## src/rtl/port_pkg.sv

```systemverilog
// constants shared by the port latch and bus strobe block
// assumes a 40 MHz aclk that also stands in for the oscillator
package port_pkg;
  localparam int NPORT = 5;
  localparam int PW = 8;
  localparam int ADDR_W = 8;
  localparam logic [7:0] LATCH_RST = 8'hFF;
  // a machine cycle is two halves of 6 clocks, or of 3 in double speed
  localparam int MC_STD_CLK = 12;
  localparam int MC_DBL_CLK = 6;
  localparam logic [2:0] HALF_STD = 3'(MC_STD_CLK / 2);
  localparam logic [2:0] HALF_DBL = 3'(MC_DBL_CLK / 2);
  localparam logic [1:0] RST_MC = 2'h2;
  // register byte addresses
  localparam logic [7:0] A_LATCH0 = 8'h00;
  localparam logic [7:0] A_PIN0 = 8'h20;
  localparam logic [7:0] A_RMW = 8'h40;
  localparam logic [7:0] A_RMW_RES = 8'h44;
  localparam logic [7:0] A_XDATA = 8'h48;
  localparam logic [7:0] A_CTRL = 8'h50;
  localparam logic [7:0] A_STAT = 8'h54;
  // field positions
  localparam int CTRL_ALE_OFF = 0;
  localparam int CTRL_DBL = 1;
  localparam int RMW_PORT_LSB = 0;
  localparam int RMW_BIT_LSB = 4;
  localparam int RMW_OP_LSB = 8;
  localparam int RMW_CARRY = 12;
  localparam int RMW_OPND_LSB = 24;
  localparam int RES_BIT = 8;
  localparam int RES_NZ = 9;
  localparam int XD_DATA_LSB = 16;
  localparam int XD_WR = 24;
  localparam logic [1:0] RESP_OKAY = 2'h0;
  localparam logic [1:0] RESP_SLVERR = 2'h2;
  typedef enum logic [3:0] {
    OP_AND = 4'h0, OP_OR = 4'h1, OP_XOR = 4'h2, OP_JBC = 4'h3,
    OP_CPL_BIT = 4'h4, OP_CPL = 4'h5, OP_INC = 4'h6, OP_DEC = 4'h7,
    OP_DJNZ = 4'h8, OP_MOV_C = 4'h9, OP_CLR_BIT = 4'hA, OP_SET_BIT = 4'hB
  } rmw_op_e;
endpackage

```

## src/rtl/strobe_if.sv

```systemverilog
// strobe timing signals between the port block and its strobe generator
// assumes both ends run on aclk
`timescale 1ns/1ps
`default_nettype none
interface strobe_if;
  logic double_speed;
  logic ale_off;
  logic ext_fetch;
  logic xd_act;
  logic dev_rst;
  logic [2:0] slot;
  logic second_half;
  logic ale;
  logic fetch_n;
  logic mc_tick;
  logic fetch_start;
  modport gen (input double_speed, ale_off, ext_fetch, xd_act, dev_rst,
    output slot, second_half, ale, fetch_n, mc_tick, fetch_start);
  modport use_side (output double_speed, ale_off, ext_fetch, xd_act, dev_rst,
    input slot, second_half, ale, fetch_n, mc_tick, fetch_start);
endinterface
`default_nettype wire

```

## src/rtl/port_latch_and_bus_strobes.sv

```systemverilog
// port latches, pin drivers, external bus muxing and strobes
// assumes an AXI4-Lite master on aclk and pins outside the clock domain
//
// The implementer's own choices: register access over AXI4-Lite and the register offsets.
`timescale 1ns/1ps
`default_nettype none
module port_latch_and_bus_strobes (
  input wire logic aclk,
  input wire logic aresetn,
  input wire logic [port_pkg::ADDR_W-1:0] s_axi_awaddr,
  input wire logic s_axi_awvalid,
  output logic s_axi_awready,
  input wire logic [31:0] s_axi_wdata,
  input wire logic [3:0] s_axi_wstrb,
  input wire logic s_axi_wvalid,
  output logic s_axi_wready,
  output logic [1:0] s_axi_bresp,
  output logic s_axi_bvalid,
  input wire logic s_axi_bready,
  input wire logic [port_pkg::ADDR_W-1:0] s_axi_araddr,
  input wire logic s_axi_arvalid,
  output logic s_axi_arready,
  output logic [31:0] s_axi_rdata,
  output logic [1:0] s_axi_rresp,
  output logic s_axi_rvalid,
  input wire logic s_axi_rready,
  input wire logic reset_pin,
  input wire logic external_fetch_select,
  input wire logic [port_pkg::NPORT-1:0][port_pkg::PW-1:0] port_pin_in,
  output logic [port_pkg::NPORT-1:0][port_pkg::PW-1:0] port_pin_out,
  output logic [port_pkg::NPORT-1:0][port_pkg::PW-1:0] port_pin_oe,
  input wire logic [port_pkg::PW-1:0] alt_out_p1,
  input wire logic [port_pkg::PW-1:0] alt_out_p3,
  input wire logic [port_pkg::PW-1:0] alt_out_p4,
  output logic address_latch_strobe,
  output logic program_fetch_strobe_n,
  output logic device_reset
);
  import port_pkg::*;

  // ****************************************************************
  // state
  // ****************************************************************
  typedef struct packed {
    logic [NPORT-1:0][PW-1:0] port_latch_register;
    logic [NPORT-1:0][PW-1:0] pin_out;
    logic [NPORT-1:0][PW-1:0] pin_oe;
    logic awready;
    logic bvalid;
    logic [1:0] bresp;
    logic arready;
    logic rvalid;
    logic [31:0] rdata;
    logic [1:0] rresp;
    logic ale_off;
    logic double_speed_mode;
    logic [PW-1:0] rmw_old;
    logic rmw_bit;
    logic rmw_nz;
    logic xd_pend;
    logic xd_act;
    logic xd_wr;
    logic [15:0] xd_addr;
    logic [PW-1:0] xd_data;
    logic [15:0] fetch_addr;
    logic [1:0] rst_cnt;
    logic dev_rst;
    logic ale;
    logic fetch_n;
  } port_s;
  port_s q;
  port_s d;

  strobe_if sig ();
  logic [NPORT*PW+1:0] sync_out;
  logic [NPORT-1:0][PW-1:0] pins_s;
  logic reset_pin_s;
  logic fetch_sel_s;
  logic [NPORT-1:0][PW-1:0] alt_all;
  logic ext_fetch;
  logic bus_own;
  logic aw_go;
  logic ar_go;
  logic [2:0] wport;
  logic [2:0] rport;
  logic [2:0] rmw_port;
  logic [2:0] rmw_bsel;
  logic [PW-1:0] rmw_src;
  logic [15:0] bus_addr;
  logic [31:0] rd;
  logic [1:0] rresp_v;
  logic mc_end;

  // ****************************************************************
  // helpers
  // ****************************************************************
  // register belongs to a per-port bank at this base
  function automatic logic port_hit(input logic [ADDR_W-1:0] a,
                                    input logic [ADDR_W-1:0] base);
    port_hit = (a[7:5] == base[7:5]) && (a[1:0] == 2'h0)
      && (32'(a[4:2]) < NPORT);
  endfunction

  // modify a latch byte; the source is always the latch
  function automatic logic [PW-1:0] rmw_apply(input logic [PW-1:0] l,
      input logic [3:0] op, input logic [2:0] b, input logic c,
      input logic [PW-1:0] o);
    logic [PW-1:0] m;
    m = 8'h01 << b;
    case (op)
      OP_AND: rmw_apply = l & o;
      OP_OR: rmw_apply = l | o;
      OP_XOR: rmw_apply = l ^ o;
      OP_JBC: rmw_apply = l & ~m;
      OP_CPL_BIT: rmw_apply = l ^ m;
      OP_CPL: rmw_apply = ~l;
      OP_INC: rmw_apply = l + 8'h01;
      OP_DEC: rmw_apply = l - 8'h01;
      OP_DJNZ: rmw_apply = l - 8'h01;
      OP_MOV_C: rmw_apply = c ? (l | m) : (l & ~m);
      OP_CLR_BIT: rmw_apply = l & ~m;
      OP_SET_BIT: rmw_apply = l | m;
      default: rmw_apply = l;
    endcase
  endfunction

  // ****************************************************************
  // pin synchronisers and strobe timing
  // ****************************************************************
  // fetch select travels inverted so the cleared synchroniser means internal fetch
  sync2 #(.W(NPORT * PW + 2)) sync2_i (
    .aclk(aclk),
    .aresetn(aresetn),
    .din({reset_pin, ~external_fetch_select, port_pin_in}),
    .dout(sync_out)
  );

  assign pins_s = sync_out[NPORT*PW-1:0];
  assign fetch_sel_s = ~sync_out[NPORT*PW];
  assign reset_pin_s = sync_out[NPORT*PW+1];
  assign ext_fetch = ~fetch_sel_s;
  assign bus_own = ext_fetch | q.xd_act;
  assign alt_all = {alt_out_p4, alt_out_p3, LATCH_RST, alt_out_p1, LATCH_RST};

  // control toward the strobe generator
  assign sig.double_speed = q.double_speed_mode;
  assign sig.ale_off = q.ale_off;
  assign sig.ext_fetch = ext_fetch;
  assign sig.xd_act = q.xd_act;
  assign sig.dev_rst = q.dev_rst;

  strobe_gen strobe_gen_i (
    .aclk(aclk),
    .aresetn(aresetn),
    .sig(sig)
  );

  // ****************************************************************
  // next state
  // ****************************************************************
  always_comb begin
    d = q;
    rd = 32'h0000_0000;
    rresp_v = RESP_OKAY;
    wport = s_axi_awaddr[4:2];
    rport = s_axi_araddr[4:2];
    rmw_port = s_axi_wdata[RMW_PORT_LSB +: 3];
    rmw_bsel = s_axi_wdata[RMW_BIT_LSB +: 3];
    rmw_src = 8'h00;
    bus_addr = q.xd_act ? q.xd_addr : q.fetch_addr;
    aw_go = q.awready & s_axi_awvalid & s_axi_wvalid;
    ar_go = q.arready & s_axi_arvalid;
    mc_end = sig.second_half
      && (sig.slot >= (q.double_speed_mode ? HALF_DBL : HALF_STD) - 3'h1);

    // write address and data are taken together, then answered
    d.awready = ~q.awready & ~q.bvalid & s_axi_awvalid & s_axi_wvalid;
    if (q.bvalid && s_axi_bready) begin
      d.bvalid = 1'b0;
    end
    if (aw_go) begin
      d.bvalid = 1'b1;
      d.bresp = RESP_OKAY;
      if (port_hit(s_axi_awaddr, A_LATCH0)) begin
        if ((wport == 3'h0 || wport == 3'h2) && bus_own) begin
          d.bresp = RESP_SLVERR;
        end else if (s_axi_wstrb[0]) begin
          d.port_latch_register[wport] = s_axi_wdata[PW-1:0];
        end
      end else begin
        case (s_axi_awaddr)
          A_RMW: begin
            if (32'(rmw_port) >= NPORT) begin
              d.bresp = RESP_SLVERR;
            end else if ((rmw_port == 3'h0 || rmw_port == 3'h2) && bus_own) begin
              d.bresp = RESP_SLVERR;
            end else begin
              rmw_src = q.port_latch_register[rmw_port];
              d.rmw_old = rmw_src;
              d.rmw_bit = rmw_src[rmw_bsel];
              // whole byte rewritten even for one-bit operations
              d.port_latch_register[rmw_port] = rmw_apply(rmw_src,
                s_axi_wdata[RMW_OP_LSB +: 4], rmw_bsel,
                s_axi_wdata[RMW_CARRY], s_axi_wdata[RMW_OPND_LSB +: PW]);
              d.rmw_nz = |d.port_latch_register[rmw_port];
            end
          end
          A_XDATA: begin
            if (q.xd_pend || q.xd_act) begin
              d.bresp = RESP_SLVERR;
            end else begin
              d.xd_pend = 1'b1;
              d.xd_addr = s_axi_wdata[15:0];
              d.xd_data = s_axi_wdata[XD_DATA_LSB +: PW];
              d.xd_wr = s_axi_wdata[XD_WR];
            end
          end
          A_CTRL: begin
            d.ale_off = s_axi_wdata[CTRL_ALE_OFF];
            d.double_speed_mode = s_axi_wdata[CTRL_DBL];
          end
          default: d.bresp = RESP_SLVERR;
        endcase
      end
    end

    // read channel: address taken, data returned next cycle
    d.arready = ~q.arready & ~q.rvalid & s_axi_arvalid;
    if (q.rvalid && s_axi_rready) begin
      d.rvalid = 1'b0;
    end
    if (port_hit(s_axi_araddr, A_LATCH0)) begin
      rd[PW-1:0] = q.port_latch_register[rport];
    end else if (port_hit(s_axi_araddr, A_PIN0)) begin
      rd[PW-1:0] = pins_s[rport];
    end else begin
      case (s_axi_araddr)
        A_RMW_RES: rd = {22'h0, q.rmw_nz, q.rmw_bit, q.rmw_old};
        A_XDATA: rd = {7'h0, q.xd_wr, q.xd_data, q.xd_addr};
        A_CTRL: rd = {30'h0, q.double_speed_mode, q.ale_off};
        A_STAT: rd = {27'h0, bus_own, q.dev_rst, q.xd_pend | q.xd_act,
                      reset_pin_s, fetch_sel_s};
        default: rresp_v = RESP_SLVERR;
      endcase
    end
    if (ar_go) begin
      d.rvalid = 1'b1;
      d.rdata = rd;
      d.rresp = rresp_v;
    end

    // data access occupies exactly one machine cycle, switched at its last slot
    // because the strobes are decoded one slot ahead; a new request survives
    if (mc_end) begin
      d.xd_act = q.xd_pend;
      if (q.xd_pend) begin
        d.xd_pend = 1'b0;
      end
    end
    if (sig.fetch_start) begin
      d.fetch_addr = q.fetch_addr + 16'h0001;
    end

    // reset pin counted in whole machine cycles
    if (!reset_pin_s) begin
      d.rst_cnt = 2'h0;
    end else if (sig.mc_tick && q.rst_cnt != RST_MC) begin
      d.rst_cnt = q.rst_cnt + 2'h1;
    end
    d.dev_rst = reset_pin_s && (d.rst_cnt == RST_MC);
    if (q.dev_rst) begin
      d.port_latch_register = {NPORT{LATCH_RST}};
      d.xd_pend = 1'b0;
      d.xd_act = 1'b0;
      d.fetch_addr = 16'h0000;
      d.ale_off = 1'b0;
      d.double_speed_mode = 1'b0;
    end

    // pin drivers: a zero latch or a zero alternate output pulls low, otherwise the pin is released
    for (int i = 0; i < NPORT; i++) begin
      for (int b = 0; b < PW; b++) begin
        d.pin_out[i][b] = 1'b0;
        d.pin_oe[i][b] = ~(q.port_latch_register[i][b] & alt_all[i][b]);
      end
    end
    // bus cycles take ports 0 and 2 away from their latches
    if (bus_own) begin
      d.pin_out[2] = bus_addr[15:8];
      d.pin_oe[2] = 8'hFF;
      if (sig.slot == 3'h0 && !sig.second_half) begin
        d.pin_out[0] = bus_addr[7:0];
        d.pin_oe[0] = 8'hFF;
      end else if (q.xd_act && q.xd_wr && sig.second_half) begin
        d.pin_out[0] = q.xd_data;
        d.pin_oe[0] = 8'hFF;
      end else begin
        d.pin_out[0] = 8'h00;
        d.pin_oe[0] = 8'h00;
      end
    end
    d.ale = sig.ale;
    d.fetch_n = sig.fetch_n;
  end

  // ****************************************************************
  // registers and outputs
  // ****************************************************************
  always_ff @(posedge aclk) begin
    if (!aresetn) begin
      q <= '0;
      q.port_latch_register <= {NPORT{LATCH_RST}};
      q.fetch_n <= 1'b1;
    end else begin
      q <= d;
    end
  end

  assign s_axi_awready = q.awready;
  assign s_axi_wready = q.awready;
  assign s_axi_bresp = q.bresp;
  assign s_axi_bvalid = q.bvalid;
  assign s_axi_arready = q.arready;
  assign s_axi_rdata = q.rdata;
  assign s_axi_rresp = q.rresp;
  assign s_axi_rvalid = q.rvalid;
  assign port_pin_out = q.pin_out;
  assign port_pin_oe = q.pin_oe;
  assign address_latch_strobe = q.ale;
  assign program_fetch_strobe_n = q.fetch_n;
  assign device_reset = q.dev_rst;
endmodule
`default_nettype wire

```

## src/rtl/sync2.sv

```systemverilog
// two flip-flop synchroniser for pin levels
// assumes inputs asynchronous to aclk
`timescale 1ns/1ps
`default_nettype none
module sync2 #(
  parameter int W = 1
) (
  input wire logic aclk,
  input wire logic aresetn,
  input wire logic [W-1:0] din,
  output logic [W-1:0] dout
);
  typedef struct packed {
    logic [W-1:0] s1;
    logic [W-1:0] s2;
  } sync_s;
  sync_s q;
  sync_s d;

  // first stage feeds only the second
  always_comb begin
    d = q;
    d.s1 = din;
    d.s2 = q.s1;
  end

  always_ff @(posedge aclk) begin
    if (!aresetn) begin
      q <= '0;
    end else begin
      q <= d;
    end
  end

  assign dout = q.s2;
endmodule
`default_nettype wire

```

## src/rtl/strobe_gen.sv

```systemverilog
// machine cycle timing, address latch and program fetch strobes
// assumes aclk is the oscillator clock
`timescale 1ns/1ps
`default_nettype none
module strobe_gen (
  input wire logic aclk,
  input wire logic aresetn,
  strobe_if.gen sig
);
  import port_pkg::*;
  typedef struct packed {
    logic [2:0] slot;
    logic second_half;
    logic ale;
    logic fetch_n;
    logic mc_tick;
    logic fetch_start;
  } gen_s;
  gen_s q;
  gen_s d;
  logic [2:0] half;
  logic last;
  logic fetch;

  // slot counter and strobe decode from next slot
  always_comb begin
    d = q;
    half = sig.double_speed ? HALF_DBL : HALF_STD;
    last = (q.slot >= half - 3'h1);
    d.slot = last ? 3'h0 : q.slot + 3'h1;
    d.second_half = last ? ~q.second_half : q.second_half;
    d.mc_tick = last & q.second_half;
    // two pulses per machine cycle, second skipped on data access
    d.ale = (d.slot == 3'h0) & ~sig.dev_rst
      & ~(sig.ale_off & ~sig.ext_fetch)
      & ~(sig.xd_act & d.second_half);
    fetch = sig.ext_fetch & ~sig.xd_act & ~sig.dev_rst;
    d.fetch_n = ~(fetch & (d.slot != 3'h0));
    d.fetch_start = fetch & (d.slot == 3'h1);
  end

  always_ff @(posedge aclk) begin
    if (!aresetn) begin
      q <= '0;
      q.fetch_n <= 1'b1;
    end else begin
      q <= d;
    end
  end

  assign sig.slot = q.slot;
  assign sig.second_half = q.second_half;
  assign sig.ale = q.ale;
  assign sig.fetch_n = q.fetch_n;
  assign sig.mc_tick = q.mc_tick;
  assign sig.fetch_start = q.fetch_start;
endmodule
`default_nettype wire

```

## config.mk

```make
export PLATFORM = sky130hd
export DESIGN_NAME = port_latch_and_bus_strobes
export DESIGN_NICKNAME = d
export VERILOG_FILES = /design/src/rtl/port_pkg.sv /design/src/rtl/strobe_if.sv /design/src/rtl/port_latch_and_bus_strobes.sv /design/src/rtl/sync2.sv /design/src/rtl/strobe_gen.sv
export SDC_FILE = /design/constraint.sdc
export NUM_CORES = 1
export LEC_CHECK = 0
export ABC_AREA = 1
export BUFFER_PORTS_ARGS = -buffer_cell sky130_fd_sc_hd__buf_2
export CORE_ASPECT_RATIO = 0.5
export CORE_MARGIN = 4
export CORE_UTILIZATION = 50
export DETAILED_ROUTE_END_ITERATION = 8
export PLACE_DENSITY = 0.82
export REMOVE_ABC_BUFFERS = 1
export SYNTH_ARGS = -nofsm -noshare
export SYNTH_HDL_FRONTEND = slang
export SYNTH_SLANG_ARGS = --single-unit
```

## constraint.sdc

```tcl
create_clock -name aclk -period 3 [get_ports aclk]
set_input_delay 0.45 -clock aclk [delete_from_list [all_inputs] [get_ports aclk]]
set_output_delay 0.45 -clock aclk [all_outputs]
set_load 0.05 [all_outputs]
```

==> results of run 1 <==
registers in the layout (all words and copies together), names as in the netlist, 3 cells and up:
register and count:
port_pin_oe 40, port_pin_out 16, q 94, s_axi_rdata 25
strobe_gen_i.sig.slot 3, sync2_i.d 42, sync2_i.dout 42
cell usage after synthesis (3+ instances only):
cell,n
o211ai_1,17
or2_2,4
a22oi_1,6
nand3b_1,3
a31oi_1,8
a21oi_1,176
o21ai_1,9
dfxtp_1,279
a21oi_2,4
nor2_2,5
nor2_1,163
a41oi_1,3
clkbuf_1,49
inv_1,270
nand4_1,11
o22ai_1,19
o21a_1,5
o221ai_1,5
nor4_1,8
nor3_1,22
o21bai_1,4
nand2_1,466
inv_2,14
buf_2,11
buf_4,120
ha_1,14
nand2_2,9
buf_1,11
o21ai_0,186
a221oi_1,12
a22o_1,3
nand3_1,105
path summary, 6_finish.rpt:
path,start,end,slack (ps),depth (start not counted)
min,external_fetch_select,sync2_i.d[40],70,2
min reg2reg,sync2_i.d[27],sync2_i.dout[27],400,2
max,q[199],q[48],100,25
max reg2reg,q[199],q[48],100,25
per-stage QoR:
step	hold WS (ps)	TNS, ps	power [mW]	cell area (um2)
6_report	68.6	0	8.69	17100
5_1_grt	56.1	-116	8.97	17100
4_1_cts	52.4	0	8.63	16800
3_5_place_dp	397	-6730	5.24	16000
3_3_place_gp	392	-5780	5.23	16000
2_1_floorplan	390	-21020	4.63	12900
repair_timing:
item / CTS / global route
buffers inserted: 0 / 5
gates cloned: 0 / 0
endpoints found under the hold margin: 0 / 0
pin swaps: 1 / 28
endpoints found under the setup margin: 1 / 30
resized for setup: 2 / 71
power by group through the flow:
| stage | logic [mW] | clock network [mW] | registers [mW] |
|---|---|---|---|
| after floorplan | 0.597 | 0 | 4.03 |
| after global placement | 1.32 | 0 | 3.91 |
| after detailed placement | 1.33 | 0 | 3.91 |
| after CTS | 1.34 | 3.46 | 3.83 |
| after global routing | 1.53 | 3.61 | 3.84 |
| final | 1.43 | 3.43 | 3.83 |
metal layers:
metal,vias up,track usage (%),routed length [um]
met5,-,0,0
met4,0,8.34,1320
met3,88,8.86,5970
met2,770,47.3,21600
met1,6603,41.8,20800
li1,7007,-,-
final cells by class:
cell class	count	area, um2	area share, %
multi-input cells	1319	6440	37.7
flip-flops and latches	279	5590	32.8
repair buffers	416	2630	15.4
inverters	286	1070	6.29
clock buffers	32	692	4.05
well taps	374	468	2.74
clock inverters	12	178	1.04
worst max-delay path: stages, from the launching register on:
cell and delay (ps):
dfxtp_1 310, inv_1 120, nand2_1 80, nand3_1 70
nand2_1 70, nand2_2 110, nand2_2 70, ha_1 340
inv_1 70, o21bai_1 230, nand2_1 110, nand3_1 80
nand2_1 50, nand3_1 60, nand3_1 90, nor2_2 150
buf_12 150, nand2_1 50, nand2_1 80, nand3_1 90
nand2_1 70, nand2_1 40, nor2_1 80, a21oi_1 80
nor2_1 110, nor2_1 40
logic make-up after synthesis:
logic type,after synthesis
buf+inv,479
flops,279
simple gates,803
fa+ha+maj,15
xor+xnor,3
other cells,1
compound gates,465
==> flow_summary.ini, run 1 <==
[cts]
root_buffer = clkbuf_16
clkTransAtPathRegs_ps = 80
cts.htree.levels = 1
cts_buffers = 24
clk_latency_ps = 550
clkSinkCount = 279
clockBufferDepth = 3
cts_tree = done
ctsHoldBuffers = 0

[routing]
via_count = 14500
drcViolationCount = 0
viasPerCell = 5.32
ant_nets = 0
dr.pass1.iters = 6
wl_um = 49700
routedWlPerCell_um = 18.3
drt-initial-drc-count = 1613

[synthesis]
synthXorXnorAreaFrac_pct = 0.188
synthArstFlopShare_pct = 0
synth_simple_gate_area_share_pct = 23.7
syn_area_um2 = 14000
syn_inst = 2045
synth.avg_cell_area_um2 = 6.84
synth_top_family_by_area = simple AND/OR/NAND/NOR gates
yosys.area_share.adder_pct = 1.40
yosysUniqueCellTypes = 48
seq_area_frac_synth_pct = 40.0
synth_edf_count = 0
yosys.area.top_type = dfxtp_1
synth-warning-count = 0
ys_top_cells_by_area = dfxtp_1, nand2_1, inv_1
ys_ff_latch = 279
synth-main-ff-cell = dfxtp_1
synth_top_area_share_pct = 40.0
synth_mux_area_share_pct = 0
synth_compound_area_share_pct = 18.4

[power]
pwr-share-seq_pct = 44.1
p_int_mw = 6.25
p_sw_share_pct = 28.0
power.switching_mw = 2.44
p_leak_nw = 8.92
p_per_area_nw_per_um2 = 509
max-vdd-ir-drop_v = 0.000588
power_frac_clock_pct = 39.5
p_comb_share_pct = 16.4

[layout]
fillCellCount = 2449
final_util_pct = 63.3
drive_gt1_share_pct = 23.7
final_cells = 2718
layout_common_cells = nand2_1, dfxtp_1, inv_1
layout.cells.most_common = nand2_1
antenna_cells = 0
nets = 2466
syn2layout_area_growth_pct = 22.1

[die]
die_w_um = 244
row_count = 42
ios = 249
start_util_pct = 51.9
core-area_um2 = 27000
die_h_um = 126
die_area_um2 = 30900

[sta]
finalCritPeriodShare_pct = 96.5
hold_violations = 0
max_freq_mhz = 345
drv_slew = 0
fin_ws_ps = 104
min_period_ps = 2900
slew_headroom_pct = 43.0
worst-slew-pin-transition_ps = 852
finalSetupViolCount = 0
rsz0062_at_grt = yes
skew_ps = 26.6

[grt]
grt-ovfl-total = 0
grt_max_degree = 83
grt_use_total_pct = 30.5
antenna_found_initial = 1
grt_pass1_vias = 13300
grt_pass1_wl_um = 74200

[placed_design]
place_congestion = 1.03
place.port_buffers = 212
place_inst = 2669
dp_slack_ps = -425
detailed_place_hpwl_um = 38000

[worst_setup_path]
cp.required_ps = 3450
worst_setup_path_end_kind = flop
worst_ep_arrival_time_ps = 3340
cp-start-kind = flop
crit_fanout = 5
crit_type = reg2reg

[job]
max_cap_viol_count = 0

[min_path]
worstHoldPathType = in2reg

[status]
run_status = finished, final reports clean
No activity file was read; power rests on OpenSTA's default activity.
==> run 2: changes to the inputs <==
--- a/config.mk
+++ b/config.mk
@@ -5,13 +5,12 @@
 export SDC_FILE = /design/constraint.sdc
 export NUM_CORES = 1
 export LEC_CHECK = 0
-export ABC_AREA = 1
 export BUFFER_PORTS_ARGS = -buffer_cell sky130_fd_sc_hd__buf_2
 export CORE_ASPECT_RATIO = 0.5
 export CORE_MARGIN = 4
 export CORE_UTILIZATION = 50
 export DETAILED_ROUTE_END_ITERATION = 8
-export PLACE_DENSITY = 0.82
+export PLACE_DENSITY = 0.83
 export REMOVE_ABC_BUFFERS = 1
 export SYNTH_ARGS = -nofsm -noshare
 export SYNTH_HDL_FRONTEND = slang
==> flow_summary.ini, run 2 <==
[placed_design]
place_congestion = 1.03
detailed_place_hpwl_um = 33900
place.port_buffers = 212

[worst_setup_path]
path_cells = mux4_2 > a22oi_2 > inv_2 > ha_4 > o21a_1 > o31a_1 > o22ai_2 > xnor2_2 > a211oi_4 > nand3_2 > o41ai_2 > a21oi_1 > nor3_1 > a21oi_1
cp-start-kind = flop
crit_top_cell = a21oi_1
cpPeakStageDelay_ps = 490
crit_fanout = 5
cp_slowest_cell = mux4_2
worst_ep_arrival_time_ps = 3770
crit_type = reg2reg
worst_setup_path_end_kind = flop
cp.required_ps = 3460

[synthesis]
yosysUniqueCellTypes = 95
synth-warning-count = 0
synth_edf_count = 0
ys_top_cells_by_area = dfxtp_1, buf_4, nand2_1
synth-main-ff-cell = dfxtp_1
ys_ff_latch = 279
synthArstFlopShare_pct = 0
synth_most_common_cell = dfxtp_1
yosys.area.top_type = dfxtp_1
seq_area_frac_synth_pct = 40.2
synth_top_area_share_pct = 40.2
syn_area_um2 = 13900
synth.avg_cell_area_um2 = 8.82
yosys-top-cells-count = dfxtp_1, nand2_1, buf_4
syn_inst = 1576

[cts]
clkTransAtPathRegs_ps = 80
cts.htree.levels = 1
clockBufferDepth = 3
root_buffer = clkbuf_16
ctsHoldBuffers = 0
cts_tree = done
clk_latency_ps = 570
clkSinkCount = 279
cts_buffers = 25

[die]
die_w_um = 244
row_count = 42
die_area_um2 = 30700
core-area_um2 = 26900
die_h_um = 126
ios = 249
start_util_pct = 51.6

[layout]
final_util_pct = 64.1
largest_reg_flops = 94
layout.cells.most_common = dfxtp_1
syn2layout_area_growth_pct = 24.1
drive_gt1_share_pct = 33.9
nets = 1966
layout_common_cells = dfxtp_1, buf_2, buf_4
largest_register = q

[sta]
rsz0062_at_grt = yes
drv_slew = 0
hold_violations = 0
finalSetupViolCount = 31
slew_headroom_pct = 46.4
finalCritPeriodShare_pct = 110
max_freq_mhz = 302
whs_ps = 53.2
min_period_ps = 3310
fin_ws_ps = -311
worst-slew-pin-transition_ps = 783
skew_ps = 19.3

[power]
p_leak_nw = 7.34
max-vdd-ir-drop_v = 0.000481
p_per_area_nw_per_um2 = 507

[grt]
grt_max_degree = 60
grt_use_total_pct = 28.5
grt-ovfl-total = 0
grt_pass1_wl_um = 69700
grt_pass1_vias = 12000
antenna_found_initial = 3

[routing]
ant_nets = 0
via_count = 12900
routedWlPerCell_um = 20.8
viasPerCell = 5.79
dr.pass1.iters = 7
wl_um = 46200
drt-initial-drc-count = 1439
drcViolationCount = 0

[min_path]
worstHoldPathType = in2reg

[job]
max_cap_viol_count = 0

[status]
run_status = finished with violations
violations = negative setup slack
[run 2: cell count changes after synthesis, moves of 16 or more]
cell / change
nand3_1: -85
nand2_1: -306
clkbuf_1: +27
a21oi_1: -108
and2_1: +94
nor2b_1: +35
inv_1: -251
a22oi_1: +28
nor2_1: -49
mux2i_1: +36
mux4_2: +19
nand2b_1: +16
a21boi_0: +60
o21ai_0: -90
[run 2: path summary, 6_finish.rpt]
path | from | to | slack, ps | depth (start not counted)
worst max-delay path | q[192] | q[48] | -310 | 14
worst min-delay path | external_fetch_select | sync2_i.d[40] | 50 | 2
worst max register to register | q[192] | q[48] | -310 | 14
worst min register to register | strobe_gen_i.sig.fetch_n | program_fetch_strobe_n | 430 | 1
[run 2: final cells by class]
type | instances | area (um2)
flip-flops and latches | 279 | 5600
repair buffers | 410 | 2620
diodes | 2 | 5.00
multi-input cells | 1089 | 7600
clock buffers | 28 | 667
well taps | 374 | 468
fillers | 2233 | 9670
clock inverters | 17 | 203
inverters | 21 | 78.8
[run 2: worst max-delay path: cells and delay by family (launching register included)]
kind            cells  cell delay, ps
compound gates      8            1520
simple gates        2             300
xor+xnor            1             160
fa+ha+maj           1             320
buf+inv             1              80
flops               1             330
mux                 1             490
[run 2: timing repair]
action / CTS / global route
setup endpoints to repair: 30 / 36
buffers inserted: 12 / 15
resized for setup: 59 / 119
gates cloned: 0 / 0
pin swaps: 36 / 69
[run 2: kinds of logic (layout without fill, tap and decap cells)]
kind of cell,after synthesis,in the layout,synth area share [%]
other cells,1,35,0.0270
fa+ha+maj,15,15,1.40
flops,279,279,40.2
compound gates,417,417,20.5
buf+inv,240,476,10.3
xor+xnor,17,17,1.07
mux,65,65,6.51
simple gates,542,542,19.9
[run 2: stage by stage]
| stage | std cells | total power [mW] | setup slack [ps] | setup TNS (ps) | instance area (um2) |
|---|---|---|---|---|---|
| final | 2220 | 8.74 | -311 | -3820 | 17200 |
| after floorplan | 1389 | 4.55 | -763 | -29720 | 12700 |
| after detailed placement | 2152 | 5.13 | -1080 | -25660 | 15500 |
| after global routing | 2219 | 9.00 | -447 | -7270 | 17200 |
| after global placement | 2152 | 5.11 | -875 | -22750 | 15500 |
| after CTS | 2208 | 8.61 | -240 | -2220 | 16700 |
[run 2: power by group]
group | switching [mW] | internal, mW
logic | 0.891 | 0.574
clock network | 1.55 | 1.90
registers | 0.0320 | 3.79
[run 2: metal layers]
| metal | GRT usage [%] | routed length [um] | vias up |
|---|---|---|---|
| li1 | - | - | 5915 |
| met1 | 39.7 | 19400 | 6134 |
| met2 | 44.3 | 20500 | 674 |
| met3 | 7.12 | 4650 | 123 |
| met4 | 8.22 | 1540 | 4 |
| met5 | 0 | 60 | - |
==> run 3: changes to the inputs <==
--- a/config.mk
+++ b/config.mk
@@ -14,4 +14,5 @@
 export REMOVE_ABC_BUFFERS = 1
 export SYNTH_ARGS = -nofsm -noshare
 export SYNTH_HDL_FRONTEND = slang
+export SYNTH_HIERARCHICAL = 1
 export SYNTH_SLANG_ARGS = --single-unit
==> flow_summary.ini, run 3 <==
[layout]
layout.cells.most_common = dfxtp_1
drive_gt1_share_pct = 29.7
final_cells = 2191
largest_reg_flops = 94
fin_area_um2 = 16700
syn2layout_area_growth_pct = 21.2
largest_register = q
final_util_pct = 62.3
nets = 1962
fillCellCount = 2189
layout_common_cells = dfxtp_1, buf_2, buf_4

[sta]
finalSetupViolCount = 2
min_period_ps = 3280
hold_violations = 0
drv_slew = 0
worst-slew-pin-transition_ps = 936
fin_ws_ps = -284
rsz0062_at_grt = yes
max_freq_mhz = 304
tns_ps = -294
slew_headroom_pct = 37.5
finalCritPeriodShare_pct = 109
skew_ps = 13.7

[cts]
clkSinkCount = 279
ctsHoldBuffers = 0
clockBufferDepth = 3
root_buffer = clkbuf_16
clkTransAtPathRegs_ps = 70
cts.htree.levels = 1
cts_tree = done
clk_latency_ps = 540
cts_buffers = 24

[placed_design]
place_inst = 2140
placed_area_um2 = 15400
place_congestion = 1.03
place.port_buffers = 212
detailed_place_hpwl_um = 34100

[die]
die_w_um = 243
ios = 249
row_count = 42
core-area_um2 = 26700
die_area_um2 = 30400
start_util_pct = 51.5
die_h_um = 125

[synthesis]
syn_inst = 1581
syn_area_um2 = 13800
yosysUniqueCellTypes = 88
yosys.area.top_type = dfxtp_1
synth_edf_count = 0
synthArstFlopShare_pct = 0
seq_area_frac_synth_pct = 40.6
ys_top_cells_by_area = dfxtp_1, buf_4, nor2_1
synth.avg_cell_area_um2 = 8.70
synth_most_common_cell = dfxtp_1
synth-main-ff-cell = dfxtp_1
ys_ff_latch = 279
yosys-top-cells-count = dfxtp_1, nor2_1, nand2_1
synth_top_area_share_pct = 40.6
synth-warning-count = 6

[min_path]
worstHoldPathType = in2reg

[worst_setup_path]
cp-start-kind = input port
cp.required_ps = 3400
crit_top_cell = a221o_1
path_cells = buf_2 > nor4b_1 > a31o_2 > fa_2 > a221o_1 > a211oi_4 > nand3_2 > a221o_1 > or4b_1 > o31ai_1 > o211ai_1
crit_type = in2reg
r2r_slack_ps = -280
cpPeakStageDelay_ps = 500
worst_setup_path_end_kind = flop
crit_fanout = 6
worst_ep_arrival_time_ps = 3690
cp_slowest_cell = fa_2

[power]
p_per_area_nw_per_um2 = 524
max-vdd-ir-drop_v = 0.000376
p_leak_nw = 7.15

[routing]
ant_nets = 0
viasPerCell = 5.83
routedWlPerCell_um = 20.9
drt-initial-drc-count = 1506
wl_um = 45800
dr.pass1.iters = 5
drcViolationCount = 0
via_count = 12800

[grt]
antenna_found_initial = 1
grt_pass1_vias = 12200
grt-ovfl-total = 0
grt_use_total_pct = 28.7
grt_pass1_wl_um = 69300
grt_max_degree = 95

[status]
violations = negative setup slack
run_status = finished with violations

[job]
max_cap_viol_count = 0
[run 3: per-layer routing]
metal	routed length, um	up-vias	part of all wire (%)	GRT usage, %
li1	-	5886	-	-
met1	18900	6059	41	38.9
met3	4660	130	10	6.91
met4	1660	0	3.6	9.69
met5	0	-	0	0
met2	20600	693	45	45.4
[run 3: per-stage QoR]
step                      setup slack, ps  power (mW)  hold WS, ps
final                                -284        8.73         77.0
after detailed placement             -994        5.18          408
after floorplan                      -560        4.58          386
after global routing                 -403        9.00         68.0
after global placement               -871        5.16          413
after CTS                            -325        8.66         61.0
[run 3: layout make-up]
type | instances | area (um2) | area share (%)
well taps | 352 | 440 | 2.64
multi-input cells | 1095 | 7140 | 42.8
inverters | 20 | 75.1 | 0.450
flip-flops and latches | 279 | 5600 | 33.6
diodes | 1 | 2.50 | 0.0150
clock buffers | 32 | 692 | 4.15
repair buffers | 400 | 2530 | 15.2
clock inverters | 12 | 200 | 1.20
[run 3: worst paths after layout]
check / from / endpoint / cells after the start
setup / recovery: s_axi_wdata[8] / q[48] / 11
hold / removal: alt_out_p3[1] / port_pin_oe[25] / 2
setup reg to reg: q[213] / q[48] / 11
hold reg to reg: sync2_i/d[14] / sync2_i/dout[14] / 1
[run 3: critical path, delay by kind of cell]
family | cells | cell delay [ps]
AOI/OAI and AO/OA | 6 | 1630
and+or+nand+nor | 3 | 990
adders and majority gates | 1 | 500
buffers and inverters | 1 | 100
[run 3: kinds of logic (layout without fill, tap and decap cells)]
logic type	count (synthesis)	after routing	share of synthesized area, %
AO/OA/AOI/OAI	413	413	19.6
XOR/XNOR	20	20	1.33
adder cells (fa/ha/maj)	18	18	1.67
buffers and inverters	239	464	10.3
flip-flops	279	279	40.6
multiplexers	70	70	6.85
other	1	34	0.0272
AND/OR/NAND/NOR	541	541	19.7
[run 3: repair_timing]
item                                    4_1_cts  5_1_grt
endpoints found under the setup margin       16       22
buffers inserted                              2        5
resized for setup                            22       56
cloned                                        0        0
pin swaps                                    10       22
[run 3: power by group]
| part | internal, mW | leakage (nW) | switching (mW) | total, mW |
|---|---|---|---|---|
| logic | 0.526 | 4.44 | 0.863 | 1.39 |
| registers | 3.80 | 2.27 | 0.0346 | 3.83 |
| clock network | 2.07 | 0.439 | 1.44 | 3.51 |
